<file path="src/tsfs_pkg.sv">
// constants and types shared by the timing source fallback selector
`default_nettype none
package tsfs_pkg;
  // clocking and line rates
  localparam int CORE_CLK_HZ  = 50_000_000;
  localparam int CORE_CLK_NS  = 20;
  localparam int LINE_RATE_HZ = 2_048_000;
  localparam int INT_HALF_CYC = CORE_CLK_HZ / (2 * LINE_RATE_HZ);
  localparam int LOS_TIME_NS  = 2000;
  localparam int LOS_CYC      = LOS_TIME_NS / CORE_CLK_NS;
  localparam int CNT_W        = 8;
  localparam logic [CNT_W-1:0] INT_HALF_LAST = CNT_W'(INT_HALF_CYC - 1);
  localparam logic [CNT_W-1:0] LOS_LAST      = CNT_W'(LOS_CYC);
  localparam int OSC_PPM      = 32;

  // link count and frame alignment figures
  localparam int NUM_LINKS        = 4;
  localparam int FAS_WINDOW       = 5;
  localparam int FAS_DECLARE_ERRS = 3;
  localparam int FAS_CLEAR_GOOD   = 2;

  // timing source codes
  localparam logic [2:0] SRC_INTERNAL = 3'h0;
  localparam logic [2:0] SRC_STATION  = 3'h1;
  localparam logic [2:0] SRC_LINK0    = 3'h2;
  localparam logic [2:0] SRC_NONE     = 3'h7;

  // register byte addresses
  localparam int ADDR_W = 12;
  localparam logic [ADDR_W-1:0] ADDR_CTRL     = 12'h000;
  localparam logic [ADDR_W-1:0] ADDR_STATUS   = 12'h004;
  localparam logic [ADDR_W-1:0] ADDR_INT_STAT = 12'h008;
  localparam logic [ADDR_W-1:0] ADDR_INT_MASK = 12'h00C;

  // control fields
  localparam int CTRL_MAIN_LSB = 0;
  localparam int CTRL_FB_LSB   = 4;
  localparam int CTRL_RTX_BIT  = 8;

  // status fields
  localparam int ST_ACT_LSB      = 0;
  localparam int ST_LOF_LSB      = 4;
  localparam int ST_DEAD_LSB     = 8;
  localparam int ST_STN_DEAD_BIT = 12;
  localparam int ST_SWITCH_BIT   = 13;

  // interrupt event bits
  localparam int EV_W        = 8;
  localparam int EV_SWITCH   = 0;
  localparam int EV_MAIN_BAD = 1;
  localparam int EV_STN_LOST = 2;
  localparam int EV_LOF_LSB  = 4;

  typedef enum logic [1:0] {MUX_FOLLOW, MUX_PARK, MUX_WAIT} tsfs_mux_st_t;
endpackage
`default_nettype wire

</file>
<file path="src/tsfs_fas_mon.sv">
// frame alignment loss monitor for one receive link
`default_nettype none
module tsfs_fas_mon (
  // clock and reset
  input  wire logic core_clk,
  input  wire logic nrst,
  // frame results
  input  wire logic frame_stb,
  input  wire logic fas_err,
  // state
  output logic      lof_q
);
  logic [tsfs_pkg::FAS_WINDOW-1:0] hist_q, hist_d;
  logic [1:0]                      good_q, good_d;
  logic                            lof_d;

  function automatic int err_count(input logic [tsfs_pkg::FAS_WINDOW-1:0] h);
    int n;
    n = 0;
    for (int i = 0; i < tsfs_pkg::FAS_WINDOW; i++) begin
      n = n + int'(h[i]);
    end
    return n;
  endfunction

  always_comb begin
    hist_d = hist_q;
    good_d = good_q;
    lof_d  = lof_q;
    if (frame_stb) begin
      hist_d = {hist_q[tsfs_pkg::FAS_WINDOW-2:0], fas_err};
      if (fas_err) begin
        good_d = 2'h0;
      end else if (int'(good_q) < tsfs_pkg::FAS_CLEAR_GOOD) begin
        good_d = good_q + 2'h1;
      end
      if (!lof_q && err_count(hist_d) >= tsfs_pkg::FAS_DECLARE_ERRS) begin
        lof_d = 1'b1; // [RULE12]
      end else if (lof_q && int'(good_d) == tsfs_pkg::FAS_CLEAR_GOOD) begin
        lof_d  = 1'b0; // [RULE13]
        hist_d = '0;
      end
    end
  end

  // a link counts as unaligned until two clean frames are seen
  always_ff @(posedge core_clk or negedge nrst) begin
    if (!nrst) begin
      hist_q <= '0;
      good_q <= 2'h0;
      lof_q  <= 1'b1;
    end else begin
      hist_q <= hist_d;
      good_q <= good_d;
      lof_q  <= lof_d;
    end
  end
endmodule
`default_nettype wire

</file>
<file path="src/tsfs_top.sv">
// system timing source selector with main and fallback switching
// Contract
// RULE1: with no usable fallback, a failed reference moves timing to internal oscillator.
// RULE2: loss of sync on the main link counts as main reference failure.
// RULE3: a configured healthy fallback is adopted when the main reference fails.
// RULE4: if the fallback has also failed, timing reverts to the internal oscillator.
// RULE5: when the main reference recovers it becomes active again automatically.
// RULE6: each link receive path runs on that link's own recovered clock.
// RULE7: far end uses loopback or external timing from the same reference.
// RULE8: station input takes framed or unframed all-ones at 2.048 Mbps and locks.
// RULE9: returned-clock mode supplies clocks and samples tx data on the returned clock.
// RULE10: loopback timing locks the system clock to one selected link's recovered clock.
// RULE11: internal timing comes from a free-running 32 ppm crystal oscillator.
// RULE12: loss of frame alignment when 3 or 4 errors in last 5 frames.
// RULE13: loss of frame alignment clears after two consecutive error-free frames.
// RULE14: source changes make no runt pulses; active source is readable status.
// RULE15: main and fallback are separate settings; an empty fallback means internal.
//
// Implementation choices: register access over APB and the register offsets.
`default_nettype none
module tsfs_top #(
  parameter int NL = tsfs_pkg::NUM_LINKS
) (
  // clock and reset
  input  wire logic                        core_clk,
  input  wire logic                        nrst,
  // apb slave
  input  wire logic [tsfs_pkg::ADDR_W-1:0] paddr,
  input  wire logic                        psel,
  input  wire logic                        penable,
  input  wire logic                        pwrite,
  input  wire logic [31:0]                 pwdata,
  output logic      [31:0]                 prdata,
  output logic                             pready,
  output logic                             pslverr,
  // e1 receive side
  input  wire logic [NL-1:0]               link_rx_clk,
  input  wire logic [NL-1:0]               link_frame_mark,
  input  wire logic [NL-1:0]               link_fas_err,
  // station reference
  input  wire logic                        station_clk,
  // user channel
  input  wire logic                        user_ext_tx_clk,
  input  wire logic                        user_tx_data,
  output logic                             user_rx_clk,
  output logic                             user_tx_clk,
  output logic                             user_tx_data_smp,
  // timing outputs
  output logic                             sys_ref_clk,
  output logic      [2:0]                  active_src,
  output logic                             irq
);
  localparam int NP     = 3 * NL + 3;
  localparam int P_MARK = NL;
  localparam int P_FAS  = 2 * NL;
  localparam int P_STN  = 3 * NL;
  localparam int P_ETX  = 3 * NL + 1;
  localparam int P_TXD  = 3 * NL + 2;

  // pin synchronisers; s1 feeds only s2
  logic [NP-1:0] s1_q, s2_q, s3_q, rise;
  always_ff @(posedge core_clk or negedge nrst) begin
    if (!nrst) begin
      s1_q <= '0;
      s2_q <= '0;
      s3_q <= '0;
    end else begin
      s1_q <= {user_tx_data, user_ext_tx_clk, station_clk, link_fas_err, link_frame_mark,
               link_rx_clk};
      s2_q <= s1_q;
      s3_q <= s2_q;
    end
  end
  assign rise = s2_q & ~s3_q;

  // clock activity watch on each link and the station input
  logic [tsfs_pkg::CNT_W-1:0] los_cnt_q [NL+1];
  logic [tsfs_pkg::CNT_W-1:0] los_cnt_d [NL+1];
  logic [NL:0]                dead;
  logic [NL-1:0]              lof;
  genvar gi;
  generate
    for (gi = 0; gi <= NL; gi++) begin : g_act
      localparam int B = (gi < NL) ? gi : P_STN;
      always_comb begin
        if (rise[B]) begin
          los_cnt_d[gi] = '0;
        end else if (los_cnt_q[gi] == tsfs_pkg::LOS_LAST) begin
          los_cnt_d[gi] = los_cnt_q[gi];
        end else begin
          los_cnt_d[gi] = los_cnt_q[gi] + 1'b1;
        end
      end
      always_ff @(posedge core_clk or negedge nrst) begin
        if (!nrst) begin
          los_cnt_q[gi] <= tsfs_pkg::LOS_LAST;
        end else begin
          los_cnt_q[gi] <= los_cnt_d[gi];
        end
      end
      // framing is irrelevant here, so framed and unframed all-ones both lock
      assign dead[gi] = (los_cnt_q[gi] == tsfs_pkg::LOS_LAST); // [RULE8]
    end
    for (gi = 0; gi < NL; gi++) begin : g_fas
      // frames are strobed only on this link's own recovered clock edges
      tsfs_fas_mon u_mon (
        .core_clk  (core_clk),
        .nrst      (nrst),
        .frame_stb (rise[gi] & s2_q[P_MARK + gi]), // [RULE6]
        .fas_err   (s2_q[P_FAS + gi]),
        .lof_q     (lof[gi])
      );
    end
  endgenerate

  // internal free-running reference, divided from the crystal-fed core clock
  logic [tsfs_pkg::CNT_W-1:0] int_cnt_q, int_cnt_d;
  logic                       int_clk_q, int_clk_d;
  always_comb begin
    int_cnt_d = int_cnt_q + 1'b1;
    int_clk_d = int_clk_q;
    if (int_cnt_q == tsfs_pkg::INT_HALF_LAST) begin
      int_cnt_d = '0;
      int_clk_d = ~int_clk_q; // [RULE11]
    end
  end
  always_ff @(posedge core_clk or negedge nrst) begin
    if (!nrst) begin
      int_cnt_q <= '0;
      int_clk_q <= 1'b0;
    end else begin
      int_cnt_q <= int_cnt_d;
      int_clk_q <= int_clk_d;
    end
  end

  function automatic logic src_level(input logic [2:0] s, input logic [NP-1:0] lv,
                                     input logic ic);
    logic r;
    r = ic;
    if (s == tsfs_pkg::SRC_STATION) begin
      r = lv[P_STN];
    end else if (s >= tsfs_pkg::SRC_LINK0 && int'(s - tsfs_pkg::SRC_LINK0) < NL) begin
      r = lv[s - tsfs_pkg::SRC_LINK0]; // [RULE10]
    end
    return r;
  endfunction

  function automatic logic src_ok(input logic [2:0] s, input logic [NL:0] bad);
    logic r;
    r = 1'b0;
    if (s == tsfs_pkg::SRC_INTERNAL) begin
      r = 1'b1;
    end else if (s == tsfs_pkg::SRC_STATION) begin
      r = !bad[NL];
    end else if (s >= tsfs_pkg::SRC_LINK0 && int'(s - tsfs_pkg::SRC_LINK0) < NL) begin
      r = !bad[s - tsfs_pkg::SRC_LINK0];
    end
    return r;
  endfunction

  // configuration
  logic [2:0] main_q, main_d, fb_q, fb_d;
  logic       rtx_q, rtx_d;
  logic [NL:0] bad;
  logic [2:0]  want;
  logic        main_ok;
  assign bad     = {dead[NL], dead[NL-1:0] | lof}; // [RULE2]
  assign main_ok = src_ok(main_q, bad);

  always_comb begin
    if (main_ok) begin
      want = main_q; // [RULE5]
    end else if (fb_q != tsfs_pkg::SRC_NONE && src_ok(fb_q, bad)) begin
      want = fb_q; // [RULE3] [RULE15]
    end else begin
      want = tsfs_pkg::SRC_INTERNAL; // [RULE1] [RULE4]
    end
  end

  // glitch-free reference switch: park low on the old source, join the new one while low
  tsfs_pkg::tsfs_mux_st_t     st_q, st_d;
  logic [2:0]                 act_q, act_d, tgt_q, tgt_d;
  logic                       ref_q, ref_d, ref_prev_q;
  logic [tsfs_pkg::CNT_W-1:0] park_q, park_d;
  logic                       cur_lv, tgt_lv, switched;
  assign cur_lv = src_level(act_q, s2_q, int_clk_q);
  assign tgt_lv = src_level(tgt_q, s2_q, int_clk_q);

  always_comb begin
    st_d     = st_q;
    act_d    = act_q;
    tgt_d    = tgt_q;
    ref_d    = 1'b0;
    park_d   = park_q;
    switched = 1'b0;
    case (st_q)
      tsfs_pkg::MUX_FOLLOW: begin
        ref_d = cur_lv;
        if (want != act_q) begin
          tgt_d  = want;
          park_d = '0;
          st_d   = tsfs_pkg::MUX_PARK;
        end
      end
      tsfs_pkg::MUX_PARK: begin
        // a dead source may be stuck high, so the wait for its fall is bounded
        if (!cur_lv || park_q == tsfs_pkg::LOS_LAST) begin
          st_d = tsfs_pkg::MUX_WAIT; // [RULE14]
        end else begin
          ref_d  = cur_lv;
          park_d = park_q + 1'b1;
        end
      end
      tsfs_pkg::MUX_WAIT: begin
        tgt_d = want;
        if (!tgt_lv && want == tgt_q) begin
          act_d    = tgt_q; // [RULE14]
          switched = 1'b1;
          st_d     = tsfs_pkg::MUX_FOLLOW;
        end
      end
      default: begin
        st_d = tsfs_pkg::MUX_FOLLOW;
      end
    endcase
  end

  always_ff @(posedge core_clk or negedge nrst) begin
    if (!nrst) begin
      st_q       <= tsfs_pkg::MUX_FOLLOW;
      act_q      <= tsfs_pkg::SRC_INTERNAL;
      tgt_q      <= tsfs_pkg::SRC_INTERNAL;
      ref_q      <= 1'b0;
      ref_prev_q <= 1'b0;
      park_q     <= '0;
    end else begin
      st_q       <= st_d;
      act_q      <= act_d;
      tgt_q      <= tgt_d;
      ref_q      <= ref_d;
      ref_prev_q <= ref_q;
      park_q     <= park_d;
    end
  end

  // user transmit data capture on our own or the returned transmit clock
  logic txd_q, txd_d, tx_edge;
  assign tx_edge = rtx_q ? rise[P_ETX] : (ref_q & ~ref_prev_q); // [RULE9]
  assign txd_d   = tx_edge ? s2_q[P_TXD] : txd_q;

  // interrupt events
  logic [tsfs_pkg::EV_W-1:0] ev, ist_q, ist_d, imask_q, imask_d, w1c;
  logic [NL-1:0]             lof_prev_q;
  logic                      main_ok_prev_q, stn_dead_prev_q, irq_q;
  always_comb begin
    ev = '0;
    ev[tsfs_pkg::EV_SWITCH]   = switched;
    ev[tsfs_pkg::EV_MAIN_BAD] = main_ok_prev_q & ~main_ok;
    ev[tsfs_pkg::EV_STN_LOST] = dead[NL] & ~stn_dead_prev_q;
    ev[tsfs_pkg::EV_LOF_LSB +: NL] = lof & ~lof_prev_q;
  end
  // a new event in the clearing cycle stays set
  assign ist_d = (ist_q & ~w1c) | ev;

  // apb slave: one wait cycle, then pready for one cycle
  function automatic logic is_mapped(input logic [tsfs_pkg::ADDR_W-1:0] a);
    return a == tsfs_pkg::ADDR_CTRL || a == tsfs_pkg::ADDR_STATUS ||
           a == tsfs_pkg::ADDR_INT_STAT || a == tsfs_pkg::ADDR_INT_MASK;
  endfunction

  logic [31:0] prdata_q, prdata_d, rd_val;
  logic        pready_q, pready_d, pslverr_q, pslverr_d, wr_en;
  always_comb begin
    rd_val = '0;
    case (paddr)
      tsfs_pkg::ADDR_CTRL: begin
        rd_val[tsfs_pkg::CTRL_MAIN_LSB +: 3] = main_q;
        rd_val[tsfs_pkg::CTRL_FB_LSB +: 3]   = fb_q;
        rd_val[tsfs_pkg::CTRL_RTX_BIT]       = rtx_q;
      end
      tsfs_pkg::ADDR_STATUS: begin
        rd_val[tsfs_pkg::ST_ACT_LSB +: 3]    = act_q; // [RULE14]
        rd_val[tsfs_pkg::ST_LOF_LSB +: NL]   = lof;
        rd_val[tsfs_pkg::ST_DEAD_LSB +: NL]  = dead[NL-1:0];
        rd_val[tsfs_pkg::ST_STN_DEAD_BIT]    = dead[NL];
        rd_val[tsfs_pkg::ST_SWITCH_BIT]      = (st_q != tsfs_pkg::MUX_FOLLOW);
      end
      tsfs_pkg::ADDR_INT_STAT: rd_val[tsfs_pkg::EV_W-1:0] = ist_q;
      tsfs_pkg::ADDR_INT_MASK: rd_val[tsfs_pkg::EV_W-1:0] = imask_q;
      default: rd_val = '0;
    endcase
  end

  always_comb begin
    pready_d  = 1'b0;
    pslverr_d = 1'b0;
    prdata_d  = prdata_q;
    if (psel && penable && !pready_q) begin
      pready_d  = 1'b1;
      pslverr_d = !is_mapped(paddr);
      prdata_d  = pwrite ? prdata_q : rd_val;
    end
    wr_en   = psel && penable && pready_q && pwrite;
    main_d  = main_q;
    fb_d    = fb_q;
    rtx_d   = rtx_q;
    imask_d = imask_q;
    w1c     = '0;
    if (wr_en && paddr == tsfs_pkg::ADDR_CTRL) begin
      main_d = pwdata[tsfs_pkg::CTRL_MAIN_LSB +: 3];
      fb_d   = pwdata[tsfs_pkg::CTRL_FB_LSB +: 3];
      rtx_d  = pwdata[tsfs_pkg::CTRL_RTX_BIT];
    end
    if (wr_en && paddr == tsfs_pkg::ADDR_INT_STAT) begin
      w1c = pwdata[tsfs_pkg::EV_W-1:0];
    end
    if (wr_en && paddr == tsfs_pkg::ADDR_INT_MASK) begin
      imask_d = pwdata[tsfs_pkg::EV_W-1:0];
    end
  end

  always_ff @(posedge core_clk or negedge nrst) begin
    if (!nrst) begin
      main_q          <= tsfs_pkg::SRC_INTERNAL;
      fb_q            <= tsfs_pkg::SRC_NONE;
      rtx_q           <= 1'b0;
      imask_q         <= '0;
      ist_q           <= '0;
      irq_q           <= 1'b0;
      lof_prev_q      <= '1;
      main_ok_prev_q  <= 1'b1;
      stn_dead_prev_q <= 1'b1;
      prdata_q        <= '0;
      pready_q        <= 1'b0;
      pslverr_q       <= 1'b0;
      txd_q           <= 1'b0;
    end else begin
      main_q          <= main_d;
      fb_q            <= fb_d;
      rtx_q           <= rtx_d;
      imask_q         <= imask_d;
      ist_q           <= ist_d;
      irq_q           <= |(ist_d & imask_d);
      lof_prev_q      <= lof;
      main_ok_prev_q  <= main_ok;
      stn_dead_prev_q <= dead[NL];
      prdata_q        <= prdata_d;
      pready_q        <= pready_d;
      pslverr_q       <= pslverr_d;
      txd_q           <= txd_d;
    end
  end

  assign prdata           = prdata_q;
  assign pready           = pready_q;
  assign pslverr          = pslverr_q;
  assign sys_ref_clk      = ref_q;
  assign user_rx_clk      = ref_q; // [RULE9]
  assign user_tx_clk      = ref_q;
  assign user_tx_data_smp = txd_q;
  assign active_src       = act_q;
  assign irq              = irq_q;
endmodule
`default_nettype wire

</file>
<file path="config.mk">
export PLATFORM = sky130hd
export DESIGN_NAME = tsfs_top
export DESIGN_NICKNAME = d
export VERILOG_FILES = /design/src/tsfs_pkg.sv /design/src/tsfs_fas_mon.sv /design/src/tsfs_top.sv
export SDC_FILE = /design/constraint.sdc
export NUM_CORES = 1
export LEC_CHECK = 0
export BUFFER_PORTS_ARGS = -buffer_cell sky130_fd_sc_hd__buf_2
export CAP_MARGIN = 10
export CORE_MARGIN = 1.5
export CORE_UTILIZATION = 40
export DETAILED_ROUTE_END_ITERATION = 8
export REMOVE_ABC_BUFFERS = 1
export SYNTH_ARGS = -nofsm -noshare
export SYNTH_HDL_FRONTEND = slang
export SYNTH_HIERARCHICAL = 1
export SYNTH_SLANG_ARGS = --single-unit
</file>
<file path="constraint.sdc">
create_clock -name core_clk -period 4 [get_ports core_clk]
set_input_delay 0 -clock core_clk [delete_from_list [all_inputs] [get_ports core_clk]]
set_output_delay 0 -clock core_clk [all_outputs]
set_load 0.01 [all_outputs]
</file>
### Word-level counts from Yosys, hierarchy flattened

Cells that the tools add are included.

* bits in registers: 186
* bits of input ports: 64
* output and inout bits: 42
* logic and storage cells: 290

* add/sub/neg operators: 35
* $lt $le $gt $ge: 20
* equality and inequality tests: 32
* mux-type cells: 84
* bitwise logic cells: 21
* reduce and logical (&&, ||, !) cells: 57

Operators by type and width (number)
* 32-bit by 2-bit adder with 32-bit output: 8
* 32-bit by 3-bit >= comparator with 1-bit output, second input constant: 4
* 8-bit two-way mux: 15
* 8-bit by 1-bit adder with 8-bit output, second input constant: 7
* 8-bit by 7-bit == test with 1-bit output, second input constant: 6
* 4-bit two-way mux: 8
* 2-bit two-way mux: 15
* 1-bit two-way mux: 29
* 12-bit by 4-bit == test with 1-bit output, second input constant: 2
* 3-bit one-hot mux with 4 select lines: 2
* 1-bit logical AND: 21
* 2-bit != test, second input constant: 9
* 8-bit AND: 2
* 4-bit less-than comparator, second input constant: 4
* 8-bit one-hot mux with 2 select lines: 1
* 3-bit by 2-bit subtractor with 4-bit output, second input constant: 4
* 14-bit AND: 1
* 14-bit NOT: 1
* 2-bit AND reduction: 7
* 2-bit nonzero test: 7
* 2-bit by 1-bit adder with 3-bit output: 4
* 1-bit binary-select mux with 3-bit select: 4
* 12-bit by 3-bit == test with 1-bit output, second input constant: 1
* 3-bit by 1-bit == test with 1-bit output, second input constant: 4
* other kinds (33): 83

### Longest topological paths before layout

* depth in word-level cells: 19
* depth in mapped cells: 10
* gate-level depth less buffers: 10

### By module

The synthesis kept the hierarchy.

Modules (own cells, without submodules)
* tsfs_top: times used 1, cells an instance 620, area an instance 6945.4 µm², sequential area each 3783.6 µm²
* tsfs_fas_mon: times used 4, cells an instance 37, area an instance 400.4 µm², sequential area each 176.4 µm²

### Least setup slack after synthesis

Ideal clock, no wire load.

* kind: register to register
* start point: register los_cnt_q[8] (netlist bit)
* end point: register act_q[0] (netlist: active_src[0])
* library setup time: 0.125 ns
* data arrival time: 2.743 ns
* data required time: 3.875 ns
* setup slack: 1.132 ns
* cell stages (with the launch flop): 11
* path buffers: 0
* period minus slack after synthesis: 2.868 ns
* cells stage by stage: dfrtp_1 > inv_1 > ha_1 > and4b_4 > a311o_1 > a31oi_1 > a21oi_1 > or3_1 > a21o_1 > nor4_4 > mux2_2

* word-level cells in the longest chain between the ends: 15
* elaborated cells on any way between the ends: 21
* classes of those cells: 2 x eq/ne; 13 x mux; 1 x bitwise; 5 x reduce/logical

RTL lines
* from (decl): RTL line tsfs_top.sv:77 `logic [tsfs_pkg::CNT_W-1:0] los_cnt_q [NL+1];`
* from (signal, indexed assignment): RTL line tsfs_top.sv:96 `los_cnt_q[gi] <= tsfs_pkg::LOS_LAST;`
* from (signal, indexed assignment): RTL line tsfs_top.sv:98 `los_cnt_q[gi] <= los_cnt_d[gi];`
* 8-bit by 7-bit == test with 1-bit output *: RTL line tsfs_top.sv:102 `assign dead[gi] = (los_cnt_q[gi] == tsfs_pkg::LOS_LAST);`
* 4-bit bitwise OR *: RTL line tsfs_top.sv:168 `assign bad = {dead[NL], dead[NL-1:0] | lof};`
* 1-bit binary-select mux with 3-bit select: RTL line tsfs_top.sv:157 `r = !bad[s - tsfs_pkg::SRC_LINK0];`
* 1-bit two-way mux (implied by the code): RTL line tsfs_top.sv:157
* 1-bit logical NOT: RTL line tsfs_top.sv:157
* 1-bit two-way mux: RTL line tsfs_top.sv:156 `end else if (s >= tsfs_pkg::SRC_LINK0 && int'(s - tsfs_pkg::SRC_LINK0) < NL) begin`
* 1-bit two-way mux: RTL line tsfs_top.sv:154 `end else if (s == tsfs_pkg::SRC_STATION) begin`
* 1-bit two-way mux: RTL line tsfs_top.sv:152 `if (s == tsfs_pkg::SRC_INTERNAL) begin`
* 1-bit two-way mux: RTL line tsfs_top.sv:172 `if (main_ok) begin`
* 1-bit logical AND: RTL line tsfs_top.sv:174 `end else if (fb_q != tsfs_pkg::SRC_NONE && src_ok(fb_q, bad)) begin`
* 3-bit two-way mux: RTL line tsfs_top.sv:174
* 3-bit two-way mux *: RTL line tsfs_top.sv:172
* 3-bit == test *: RTL line tsfs_top.sv:217 `if (!tgt_lv && want == tgt_q) begin`
* 1-bit logical AND *: RTL line tsfs_top.sv:217
* 2-bit AND reduction (no source line) *
* to (signal assigned): RTL line tsfs_top.sv:232 `act_q <= tsfs_pkg::SRC_INTERNAL;`
* to (signal assigned): RTL line tsfs_top.sv:239 `act_q <= act_d;`
* to (decl): RTL line tsfs_top.sv:183 `logic [2:0] act_q, act_d, tgt_q, tgt_d;`

Every way passes the cells marked *; elsewhere a longest branch is shown, timed or not. The select of a mux whose other input is x is not followed.
A chain may end at the register's enable or synchronous reset.

### Worst setup path after layout

* start point: register los_cnt_q[18] (netlist bit)
* end point: register act_q[1] (netlist: active_src[1])

The elaborated chain is that of the path after synthesis.

==> impl_metrics.csv <==
group,metric,value,unit
status,status,"finished clean",
routing,routed_via_density,4.933,
setup_path,regToRegEndpoint,"active_src[1]$_DFFE_PN0P_",
timing,maxSlewViolCount,0,
final_layout,drive_above_1_share,21.91,%
synthesis,synth-edff-count,0,
synthesis,synth_area_per_cell,11.13,µm²
setup_path,r2r_setup_slack,800,ps
timing,hold_viol_final,0,
final_layout,areaGrowthSynthToFinish,16.66,%
timing,max_freq,312.3,MHz
place,place_hpwl,11660,µm
timing,fin_setup_tns,0,ps
setup_path,critPathLaunch,"los_cnt_q[18]$_DFFE_PN1P_",
setup_path,crit_path_max_incr_delay,570,ps
synthesis,synthArstFlopShare,100.0,%
clock_tree,h-tree-depth,4,
pwr,p_leak,0.004563,µW
setup_path,critPathArrivalTime,3510,ps
final_layout,antenna_cells,0,
synthesis,yosys_register_bits,178,
setup_path,r2r-start,"los_cnt_q[18]$_DFFE_PN1P_",
pwr,netSwitchingPower,1287,µW
routing,ant_nets,0,
pwr,ir_worst_vdd,264.5,µV
setup_path,crit_fanout,6,
setup_path,startpoint_type,"register",
setup_path,endpoint_kind,"register",
timing,setup_violations,0,
final_layout,layout_common_cells,"dfrtp_1 (150), nand2_1 (70), inv_1 (66)",
grt,antenna_found_initial,0,
place,port_buffers,64,
die,dieArea,0.02225,mm²
clock_tree,clkSinkCount,178,
synthesis,synthCells,768,
grt,globalRouteOverflowTotal,0,
routing,firstDrtPassIters,4,
grt,grt_usage,15.79,%
grt,grt_max_degree,94,
run,maxCapViolations,0,
place,routabilityCongestion,0.7731,
timing,holdWs,26.06,ps
setup_path,required,4310,ps
pwr,p_clk_share,36.4,%
synthesis,yosysWarnings,6,
routing,vias,5702,
routing,drc_errors,0,
synthesis,ys.flop_type,"dfrtp_1",
die,fp.dieW,149.2,µm
final_layout,stdcell_count,1156,
routing,wl,16590,µm
pwr,swShare,27.81,%
setup_path,slowest_stage,"dfstp_2",
pwr,p_int,3340,µW
grt,grt_first_pass_wirelength,27640,µm
final_layout,final_common_cell,"dfrtp_1",
clock_tree,cts_inserted_buffers,17,
routing,wl_per_cell,14.35,µm
pwr,pwr-share-seq,48.6,%
final_layout,nets,963,
grt,grt_pass1_vias,5519,
pwr,power.density,464.1,mW/mm²
final_layout,utilization,47.43,%
setup_path,crit_type,"register to register",
hold_path,hold_class,"input port to register",
hold_path,min_from,"paddr[8]",
pwr,combPwrFrac,15.0,%
die,start_util,40.66,%
setup_path,setup.worst_path.end,"active_src[1]$_DFFE_PN0P_",
place,dp.cells,1094,
routing,drt_iter0_drc,212,
timing,layout_min_cycle_time,3202,ps
setup_path,reg2reg_depth,8,
clock_tree,clockRootBuffer,"clkbuf_16",
clock_tree,cts.clk_slew.worst_paths,70,ps
synthesis,mappedNetlistArea,0.008547,mm²
timing,finalCritPeriodShare,80.06,%
clock_tree,postCtsSetupBuffers,0,
die,rows,53,
die,io_pins,106,
die,dieHeight,149.2,µm
timing,fin_skew,8.498,ps
timing,worstMarginPinSlew,990.6,ps
timing,relSlewSlack,33.06,%
setup_path,path_cells,"nor4b_1, a311o_2, a31oi_1, and3_4, or3_1, a21o_1, nor4_4, mux2_2",
timing,rsz0062_at_grt,"no",
synthesis,ys_types,79,
clock_tree,cts_tree,"done",
clock_tree,cts_max_path_buffers,2,
die,coreArea,0.02102,mm²
synthesis,ys_seq_area_share,52.53,%
clock_tree,insertion_delay,420,ps
stage by stage:
stage          cell area, µm²  setup WS [ps]  total power (µW)
5_1_grt                  9971          635.8              4892
3_5_place_dp             9072          849.4              2960
6_report                 9971          797.6              4627
4_1_cts                  9971          837.0              4685
2_1_floorplan            8357           1132              2719
3_3_place_gp             9072          869.1              2935
logic make-up (layout without fill, tap and decap cells):
family / after synthesis / count (layout) / synth area share [%]
AND/OR/NAND/NOR: 250 / 250 / 15.28
flip-flops: 178 / 178 / 52.53
AO/OA/AOI/OAI: 117 / 117 / 9.925
buffers and inverters: 106 / 202 / 6.163
XOR/XNOR: 44 / 44 / 4.509
multiplexers: 41 / 41 / 6.310
adder cells (fa/ha/maj): 31 / 31 / 5.241
other: 1 / 18 / 0.04388
cell usage after synthesis, drive strengths merged (12+ instances only):
library cell	instances	area (µm²)
a21oi	15	75.07
a22o	15	131.4
and3	12	81.33
buf	25	191.4
dfrtp	150	3754
dfstp	28	735.7
ha	23	287.8
inv	70	272.8
mux2	23	259.0
nand2	70	262.8
nand3	29	150.1
nand4	15	93.84
nor2	66	257.7
o21ai	34	173.9
o31ai	14	105.1
xnor2	15	131.4
xor2	29	254.0
metal layers:
| metal | up-vias | routed length, µm | share of wire (%) | GRT usage (%) |
|---|---|---|---|---|
| li1 | 2799 | - | - | - |
| met1 | 2778 | 8265 | 50 | 22.26 |
| met2 | 119 | 7541 | 45 | 24.72 |
| met3 | 6 | 663 | 4.0 | 3.150 |
| met4 | 0 | 119 | 0.72 | 4.455 |
| met5 | - | 0 | 0 | 0 |
critical path: cells and delay by family, from the launching register on:
family | cells | cell delay [ps]
simple gates | 4 | 1490
compound gates | 3 | 640
flops | 1 | 570
mux | 1 | 380
area by class of cell:
| class | count | area, µm² |
|---|---|---|
| Inverter | 70 | 272.8 |
| Fill cell | 1926 | 11050 |
| Timing Repair Buffer | 100 | 671.9 |
| Multi-Input combinational cell | 501 | 3595 |
| Clock inverter | 10 | 123.9 |
| Clock buffer | 22 | 474.2 |
| Tap cell | 275 | 344.1 |
| Sequential cell | 178 | 4489 |
power by group through the flow:
stage / clock network [µW] / registers (µW) / logic, µW
floorplan: 0 / 2210 / 506
global placement: 0 / 2280 / 659
detailed placement: 0 / 2280 / 680
CTS: 1730 / 2250 / 706
global route: 1810 / 2280 / 804
finish: 1690 / 2250 / 695
flip-flops by register name, summed over array words and instances (netlist names), 3 cells and up:
name and flops:
imask_q 8, g_fas.u_mon/lof_q 4, lof_prev_q 4, g_fas.u_mon/good_q 8, los_cnt_q 40, main_q 3, active_src 3, tgt_q 3
int_cnt_q 8, park_q 8, s3_q 6, fb_q 3, prdata 14, g_fas.u_mon/hist_q 16, s1_q 15, s2_q 15
ist_q 8
worst min path at each step:
stage                                endpoint  cells past startpoint
floorplan           active_src[0]$_DFFE_PN0P_                      0
global placement           s1_q[12]$_DFF_PN0_                      1
detailed placement          s1_q[7]$_DFF_PN0_                      1
CTS                     prdata[4]$_DFFE_PN0P_                      5
global route            prdata[1]$_DFFE_PN0P_                      5
finish                  prdata[5]$_DFFE_PN0P_                      5
timing repair:
item	CTS	global route
gates resized for setup	0	0
endpoints found under the hold margin	113	0
hold buffers	30	0
Note: power is estimated with default switching activity, not from simulation.
